## config.mk

```make
export PLATFORM = sky130hd
export DESIGN_NAME = dso_daily_schedule_outputs
export DESIGN_NICKNAME = d
export VERILOG_FILES = /design/src/dso_pkg.sv /design/src/dso_daily_schedule_outputs.sv
export SDC_FILE = /design/constraint.sdc
export NUM_CORES = 1
export LEC_CHECK = 0
export BUFFER_PORTS_ARGS = -buffer_cell sky130_fd_sc_hd__buf_4
export CORE_UTILIZATION = 56
export CTS_CLUSTER_DIAMETER = 80
export CTS_CLUSTER_SIZE = 8
export DETAILED_ROUTE_END_ITERATION = 12
export PLACE_DENSITY = 0.77
export SLEW_MARGIN = 5
export SYNTH_ARGS = -nofsm -noshare
export SYNTH_HDL_FRONTEND = slang
export SYNTH_SLANG_ARGS = --single-unit
```

## constraint.sdc

```tcl
create_clock -name clk_sys_i -period 2.3 [get_ports clk_sys_i]
set_input_delay 0.115 -clock clk_sys_i [delete_from_list [all_inputs] [get_ports clk_sys_i]]
set_output_delay 0.115 -clock clk_sys_i [all_outputs]
set_load 0.01 [all_outputs]
```

## src/dso_pkg.sv

```systemverilog
// ----------------------------------------------------------------
// ----------------------------------------------------------------
package dso_pkg;

	// ------------------------------------------------------------
	// Timing
	// ------------------------------------------------------------
	localparam int CLK_PERIOD_NS = 4;
	localparam int SECOND_NS = 1000000000;
	localparam logic [27:0] SEC_CYCLES = 28'(SECOND_NS / CLK_PERIOD_NS);

	// ------------------------------------------------------------
	// Register map, byte addresses
	// ------------------------------------------------------------
	localparam int APB_AW = 12;
	localparam logic [11:0] REG_CTRL = 12'h000;
	localparam logic [11:0] REG_TIME = 12'h004;
	localparam logic [11:0] REG_IRQ_STS = 12'h008;
	localparam logic [11:0] REG_IRQ_MASK = 12'h00C;
	localparam logic [11:0] REG_STATE = 12'h010;
	localparam logic [11:0] REG_SCHED_BASE = 12'h020;
	localparam logic [11:0] REG_SCHED_END = 12'h050;

	// ------------------------------------------------------------
	// Fields
	// ------------------------------------------------------------
	localparam int NUM_OUT = 3;
	localparam int SLOTS = 4;
	localparam int NUM_SCHED = 12;
	localparam int MODE_W = 2;
	localparam int SS_LSB = 0;
	localparam int MM_LSB = 8;
	localparam int HH_LSB = 16;
	localparam logic [1:0] MODE_OFF = 2'h0;
	localparam logic [1:0] MODE_ONCE = 2'h1;
	localparam logic [1:0] MODE_TWICE = 2'h2;
	localparam logic [1:0] MODE_RSVD = 2'h3;
	localparam int SLOT_ON1 = 0;
	localparam int SLOT_OFF1 = 1;
	localparam int SLOT_ON2 = 2;
	localparam int SLOT_OFF2 = 3;
	localparam logic [4:0] HH_MAX = 5'h17;
	localparam logic [5:0] MS_MAX = 6'h3B;

	// ------------------------------------------------------------
	// Types
	// ------------------------------------------------------------
	typedef struct packed {
		logic [4:0] hh;
		logic [5:0] mm;
		logic [5:0] ss;
	} dso_time_t;

	typedef struct packed {
		logic psel;
		logic penable;
		logic pwrite;
		logic [11:0] paddr;
		logic [31:0] pwdata;
	} dso_apb_req_t;

endpackage

```

## src/dso_daily_schedule_outputs.sv

```systemverilog
`timescale 1ns/10ps
module dso_daily_schedule_outputs #(
	parameter logic [27:0] SEC_CYCLES = dso_pkg::SEC_CYCLES
) (
	input wire logic clk_sys_i,
	input wire logic arst_n_i,
	input wire dso_pkg::dso_apb_req_t apb_req_i,
	output logic [31:0] prdata_o,
	output logic pready_o,
	output logic pslverr_o,
	output logic status_output_o,
	output logic switched_output_one_o,
	output logic switched_output_two_o,
	output logic status_indicator_o,
	output logic output_one_indicator_o,
	output logic output_two_indicator_o,
	output logic irq_o
);

	// ------------------------------------------------------------
	// State
	// ------------------------------------------------------------
	typedef struct packed {
		logic [2:0][1:0] mode;
		dso_pkg::dso_time_t [11:0] sched;
		dso_pkg::dso_time_t tod;
		logic [27:0] div;
		logic eval;
		logic [2:0] outs;
		logic [2:0] sts;
		logic [2:0] mask;
		logic pready;
		logic pslverr;
		logic [31:0] prdata;
		logic irq;
	} dso_state_t;

	dso_state_t s_r;
	dso_state_t s_nxt;

	// ------------------------------------------------------------
	// Helpers
	// ------------------------------------------------------------
	function automatic dso_pkg::dso_time_t t_unpack(input logic [31:0] w);
		dso_pkg::dso_time_t t;
		t.hh = w[dso_pkg::HH_LSB +: 5];
		t.mm = w[dso_pkg::MM_LSB +: 6];
		t.ss = w[dso_pkg::SS_LSB +: 6];
		return t;
	endfunction

	function automatic logic [31:0] t_pack(input dso_pkg::dso_time_t t);
		logic [31:0] w;
		w = 32'h0;
		w[dso_pkg::HH_LSB +: 5] = t.hh;
		w[dso_pkg::MM_LSB +: 6] = t.mm;
		w[dso_pkg::SS_LSB +: 6] = t.ss;
		return w;
	endfunction

	// Fields in range, other bits zero
	function automatic logic t_valid(input logic [31:0] w);
		dso_pkg::dso_time_t t;
		t = t_unpack(w);
		return (t_pack(t) == w) && (t.hh <= dso_pkg::HH_MAX) &&
			(t.mm <= dso_pkg::MS_MAX) && (t.ss <= dso_pkg::MS_MAX);
	endfunction

	// One second on, wrapping at midnight
	function automatic dso_pkg::dso_time_t t_next(input dso_pkg::dso_time_t t);
		dso_pkg::dso_time_t n;
		n = t;
		if (t.ss == dso_pkg::MS_MAX) begin
			n.ss = 6'h00;
			if (t.mm == dso_pkg::MS_MAX) begin
				n.mm = 6'h00;
				n.hh = (t.hh == dso_pkg::HH_MAX) ? 5'h00 : t.hh + 5'h01;
			end else begin
				n.mm = t.mm + 6'h01;
			end
		end else begin
			n.ss = t.ss + 6'h01;
		end
		return n;
	endfunction

	function automatic logic sched_hit(input logic [11:0] a);
		return (a >= dso_pkg::REG_SCHED_BASE) &&
			(a < dso_pkg::REG_SCHED_END) && (a[1:0] == 2'h0);
	endfunction

	function automatic logic [3:0] sched_idx(input logic [11:0] a);
		logic [11:0] d;
		d = a - dso_pkg::REG_SCHED_BASE;
		return d[5:2];
	endfunction

	// Slot k of output o
	function automatic int slot(input int o, input int k);
		return o * dso_pkg::SLOTS + k;
	endfunction

	// Error answer for an access
	function automatic logic apb_err(input dso_pkg::dso_apb_req_t q);
		logic e;
		e = 1'b0;
		if (sched_hit(q.paddr)) begin
			e = q.pwrite && !t_valid(q.pwdata);
		end else begin
			case (q.paddr)
				dso_pkg::REG_CTRL: begin
					e = q.pwrite && ((q.pwdata[31:6] != 26'h0) ||
						(q.pwdata[1:0] == dso_pkg::MODE_RSVD) ||
						(q.pwdata[3:2] == dso_pkg::MODE_RSVD) ||
						(q.pwdata[5:4] == dso_pkg::MODE_RSVD));
				end
				dso_pkg::REG_TIME: begin
					e = q.pwrite && !t_valid(q.pwdata);
				end
				dso_pkg::REG_IRQ_MASK: begin
					e = 1'b0;
				end
				dso_pkg::REG_IRQ_STS, dso_pkg::REG_STATE: begin
					e = q.pwrite;
				end
				default: begin
					e = 1'b1;
				end
			endcase
		end
		return e;
	endfunction

	// ------------------------------------------------------------
	// Next state
	// ------------------------------------------------------------
	always_comb begin
		logic on_hit;
		logic off_hit;
		logic access;
		logic done;
		logic [2:0] clr;
		dso_pkg::dso_time_t t;
		on_hit = 1'b0;
		off_hit = 1'b0;
		clr = 3'h0;
		t = s_r.tod;
		access = apb_req_i.psel && apb_req_i.penable;
		done = access && s_r.pready;
		s_nxt = s_r;

		// Seconds divider and time of day
		s_nxt.eval = 1'b0;
		if (s_r.div == SEC_CYCLES - 28'h1) begin
			s_nxt.div = 28'h0;
			s_nxt.tod = t_next(s_r.tod);
			s_nxt.eval = 1'b1;
		end else begin
			s_nxt.div = s_r.div + 28'h1;
		end

		// Compare time of day with each active slot
		for (int o = 0; o < dso_pkg::NUM_OUT; o++) begin
			on_hit = (t == s_r.sched[slot(o, dso_pkg::SLOT_ON1)]);
			off_hit = (t == s_r.sched[slot(o, dso_pkg::SLOT_OFF1)]);
			if (s_r.mode[o] == dso_pkg::MODE_TWICE) begin
				on_hit = on_hit ||
					(t == s_r.sched[slot(o, dso_pkg::SLOT_ON2)]);
				off_hit = off_hit ||
					(t == s_r.sched[slot(o, dso_pkg::SLOT_OFF2)]);
			end
			if (s_r.mode[o] == dso_pkg::MODE_OFF) begin
				s_nxt.outs[o] = 1'b0;
			end else if (s_r.eval && off_hit) begin
				s_nxt.outs[o] = 1'b0;
			end else if (s_r.eval && on_hit) begin
				s_nxt.outs[o] = 1'b1;
			end
		end

		// APB: one wait state, then completion
		s_nxt.pready = 1'b0;
		s_nxt.pslverr = 1'b0;
		s_nxt.prdata = 32'h0;
		if (access && !s_r.pready) begin
			s_nxt.pready = 1'b1;
			s_nxt.pslverr = apb_err(apb_req_i);
			if (!apb_req_i.pwrite && sched_hit(apb_req_i.paddr)) begin
				s_nxt.prdata = t_pack(s_r.sched[sched_idx(apb_req_i.paddr)]);
			end else if (!apb_req_i.pwrite) begin
				case (apb_req_i.paddr)
					dso_pkg::REG_CTRL: begin
						s_nxt.prdata = {26'h0, s_r.mode};
					end
					dso_pkg::REG_TIME: begin
						s_nxt.prdata = t_pack(s_r.tod);
					end
					dso_pkg::REG_IRQ_STS: begin
						s_nxt.prdata = {29'h0, s_r.sts};
					end
					dso_pkg::REG_IRQ_MASK: begin
						s_nxt.prdata = {29'h0, s_r.mask};
					end
					dso_pkg::REG_STATE: begin
						s_nxt.prdata = {29'h0, s_r.outs};
					end
					default: begin
						s_nxt.prdata = 32'h0;
					end
				endcase
			end
		end

		// Writes and read side effects at completion
		if (done && apb_req_i.pwrite && !s_r.pslverr) begin
			if (sched_hit(apb_req_i.paddr)) begin
				s_nxt.sched[sched_idx(apb_req_i.paddr)] =
					t_unpack(apb_req_i.pwdata);
			end else begin
				case (apb_req_i.paddr)
					dso_pkg::REG_CTRL: begin
						s_nxt.mode = apb_req_i.pwdata[5:0];
					end
					dso_pkg::REG_TIME: begin
						s_nxt.tod = t_unpack(apb_req_i.pwdata);
						s_nxt.div = 28'h0;
						s_nxt.eval = 1'b1;
					end
					dso_pkg::REG_IRQ_MASK: begin
						s_nxt.mask = apb_req_i.pwdata[2:0];
					end
					default: begin
						s_nxt.mask = s_r.mask;
					end
				endcase
			end
		end
		if (done && !apb_req_i.pwrite &&
			apb_req_i.paddr == dso_pkg::REG_IRQ_STS) begin
			clr = s_r.prdata[2:0];
		end

		// Sticky change events, set wins over clear
		s_nxt.sts = (s_r.sts & ~clr) | (s_nxt.outs ^ s_r.outs);
		s_nxt.irq = |(s_nxt.sts & s_nxt.mask);
	end

	// ------------------------------------------------------------
	// Registers
	// ------------------------------------------------------------
	always_ff @(posedge clk_sys_i or negedge arst_n_i) begin
		if (!arst_n_i) begin
			s_r <= '0;
		end else begin
			s_r <= s_nxt;
		end
	end

	// Outputs and panel indicators
	assign prdata_o = s_r.prdata;
	assign pready_o = s_r.pready;
	assign pslverr_o = s_r.pslverr;
	assign status_output_o = s_r.outs[0];
	assign switched_output_one_o = s_r.outs[1];
	assign switched_output_two_o = s_r.outs[2];
	assign status_indicator_o = s_r.outs[0];
	assign output_one_indicator_o = s_r.outs[1];
	assign output_two_indicator_o = s_r.outs[2];
	assign irq_o = s_r.irq;
endmodule

```

==> impl_metrics.json <==
{
  "area_delta_synth_final_pct": 19.6,
  "fp.coreArea_sq_mm": 0.0279,
  "wire_per_inst_um": 24.7,
  "synth_cells": 1341,
  "clockRootBuffer": "clkbuf_16",
  "diodes": 0,
  "drive_gt1_share_pct": 38.9,
  "fillers": 2064,
  "drc_errors": 0,
  "clk_latency_ns": 0.52,
  "cellPowerDensity_mw_per_mm2": 566,
  "tightest_slew_ns": 0.817,
  "syn_area_sq_mm": 0.0160,
  "yosys_warnings": 0,
  "final.min_clock_period_ns": 2.34,
  "synthArstFlopShare_pct": 100,
  "slowest_delay_ns": 0.39,
  "start_kind": "flip-flop",
  "final_antenna_net_count": 0,
  "nNetsFinal": 1549,
  "hold_violations": 0,
  "fin_worst_skew_ns": 0.0179,
  "p_leak_nw": 8.60,
  "routed_wl_mm": 46.4,
  "hold_path_class": "in -> reg",
  "arrival_ns": 2.78,
  "drt_iter0_drc": 1185,
  "ys_ff_latch": 285,
  "path_cells": "nor4bb_2 -> buf_4 -> nand4_1 -> buf_4 -> nor4_4 -> buf_6 -> nand3_4 -> or3b_4 -> a21oi_2 -> a21o_1",
  "firstDrtPassIters": 8,
  "setup_viol": 2,
  "seq_area_frac_synth_pct": 44.6,
  "cts_sinks": 285,
  "dieArea_sq_mm": 0.0293,
  "io_pins": 90,
  "synth_top_area_share_pct": 44.6,
  "slowest_stage": "dfrtp_1",
  "cts_buffers": 41,
  "synth_top_cells_by_area": "dfrtp_1 (45%), mux2_2 (16%), xnor2_1 (9.0%), mux4_2 (7.5%), xor2_1 (3.8%)",
  "vias": 11800,
  "layout_setup_ws_ns": -0.0397,
  "port_buffers": 74,
  "initial_core_util_pct": 57.3,
  "cp_common_cell": "buf_4",
  "grt_pass1_vias": 12100,
  "dpl.cell_count": 1811,
  "synth_edf_count": 0,
  "clkTransAtPathRegs_ns": 0.05,
  "timing.critical_path.to_type": "flip-flop",
  "grt_first_pass_wirelength_mm": 71.4,
  "place.gp.congestion": 0.988,
  "die_w_um": 171,
  "syn_area_per_cell_sq_um": 11.9,
  "layout_common_cells": "dfrtp_1 (279), mux2_2 (226), buf_4 (192), xnor2_1 (163), xor2_1 (70)",
  "fin_util_pct": 68.5,
  "ir_worst_vdd_mv": 0.652,
  "fmax_mhz": 427,
  "ys.flop_type": "dfrtp_1",
  "grt_overflow_total": 0,
  "ctsHtreeMaxLevel": 2,
  "instances_no_fill": 1875,
  "critical_path_class": "reg -> reg",
  "crit_fanout": 5,
  "worstPathRequired_ns": 2.74,
  "track_usage_pct": 33.0,
  "hold_slack_ns": 0.0467,
  "std_cell_rows": 61,
  "min_period_over_period_pct": 102,
  "die_h_um": 171,
  "slew_viol_final": 0,
  "slew_headroom_pct": 45.5,
  "viasPerCell": 6.31,
  "yosysTopAreaCell": "dfrtp_1",
  "max-cap-violations": 0,
  "synth_cell_types": 63,
  "cts_tree": "yes",
  "grt_max_degree": 72,
  "outcome": "complete, but fails checks",
  "dpl.hpwl_mm": 33.1,
  "violations": "setup timing",
  "clockBufferDepth": 3,
  "antenna_found_initial": 1,
  "final_common_cell": "dfrtp_1",
  "rsz0062_at_grt": "yes"
}
sequential cells by signal (all words and copies together) (netlist names):
register                count
s_r                       262
prdata_o                   17
irq_o                       1
output_one_indicator_o      1
output_two_indicator_o      1
pready_o                    1
pslverr_o                   1
status_indicator_o          1
final cells by class:
cell class | instances | area, sq um | share of cell area (%)
Timing Repair Buffer | 230 | 2040 | 10.7
Inverter | 12 | 45.0 | 0.235
Clock buffer | 41 | 1030 | 5.36
Multi-Input combinational cell | 926 | 8390 | 43.9
Sequential cell | 285 | 7140 | 37.3
Tap cell | 378 | 473 | 2.47
Clock inverter | 3 | 22.5 | 0.118
cell usage after synthesis, types with 4 or more instances:
| library cell | instances |
|---|---|
| dfrtp_1 | 285 |
| buf_2 | 28 |
| ha_1 | 4 |
| nor3b_1 | 5 |
| nor4bb_1 | 4 |
| mux2i_1 | 6 |
| mux2_2 | 226 |
| clkbuf_1 | 57 |
| inv_1 | 12 |
| a22oi_1 | 12 |
| xnor2_1 | 165 |
| a22o_1 | 18 |
| nand4_1 | 43 |
| mux4_2 | 53 |
| xor2_1 | 70 |
| nor2_1 | 69 |
| a21oi_1 | 10 |
| nor2b_1 | 7 |
| nand2b_1 | 6 |
| and3_1 | 10 |
| a222oi_1 | 7 |
| nor4_1 | 22 |
| nor3_1 | 21 |
| buf_1 | 12 |
| nand2_1 | 53 |
| o21ai_0 | 24 |
| nand3_1 | 19 |
| buf_4 | 35 |
| and2_1 | 4 |
routing by layer:
metal | routed length, um | track usage, % | vias to the layer above
met5 | 13 | 0 | -
met4 | 1970 | 13.5 | 2
met3 | 3750 | 5.74 | 130
met2 | 21900 | 52.3 | 619
met1 | 18700 | 45.0 | 6041
li1 | - | - | 5045
final timing paths:
kind,slack [ns],cells past startpoint,to,start
min reg2reg,0.52,2,s_r[242]$_DFFE_PN0P_,s_r[242]$_DFFE_PN0P_
min,0.05,3,s_r[75]$_DFF_PN0_,apb_req_i[2]
max,-0.04,10,s_r[83]$_DFF_PN0_,s_r[52]$_DFF_PN0_
max in group asynchronous,1.34,3,s_r[173]$_DFFE_PN0P_,arst_n_i
min in group asynchronous,0.16,2,s_r[260]$_DFFE_PN0P_,arst_n_i
max reg2reg,-0.04,10,s_r[83]$_DFF_PN0_,s_r[52]$_DFF_PN0_
worst max-delay path, delay by kind of cell, from the launching register on:
family                 cells  cell delay (ns)
AOI/OAI and AO/OA          2             0.20
and+or+nand+nor            5             1.15
DFF                        1             0.39
buffers and inverters      3             0.52
report_power, final:
part | total [mW] | internal, mW | switching, mW
logic | 0.569 | 0.203 | 0.366
clock network | 5.20 | 3.12 | 2.08
registers | 5.06 | 5.05 | 0.0157
total | 10.8 | 8.37 | 2.46
kinds of logic after synthesis:
kind of cell	Yosys count	synth area share, %
and+or+nand+nor	291	9.78
muxes	285	23.7
DFF	285	44.6
xor gates and xnor gates	235	12.9
buffers and inverters	144	4.42
AOI/OAI and AO/OA	96	4.30
adders and majority gates	4	0.313
other	1	0.0234
through the flow:
stage / area [sq um] / total power [mW] / worst slack (ns) / TNS [ns]
2_1_floorplan: 16100 / 5.37 / -0.134 / -0.576
3_3_place_gp: 17700 / 5.68 / -0.0757 / -0.0821
3_5_place_dp: 17700 / 5.69 / -0.0618 / -0.170
4_1_cts: 19000 / 10.9 / -0.0273 / -0.0393
5_1_grt: 19100 / 11.1 / -0.189 / -1.28
6_report: 19100 / 10.8 / -0.0397 / -0.0457
timing repair:
item | in CTS | in global routing
hold buffers | 13 | 1
buffers inserted | 1 | 5
resized for setup | 10 | 31
hold endpoints to repair | 114 | 1
setup endpoints to repair | 5 | 47
pin swaps | 3 | 6
No activity file was read; power rests on OpenSTA's default activity.
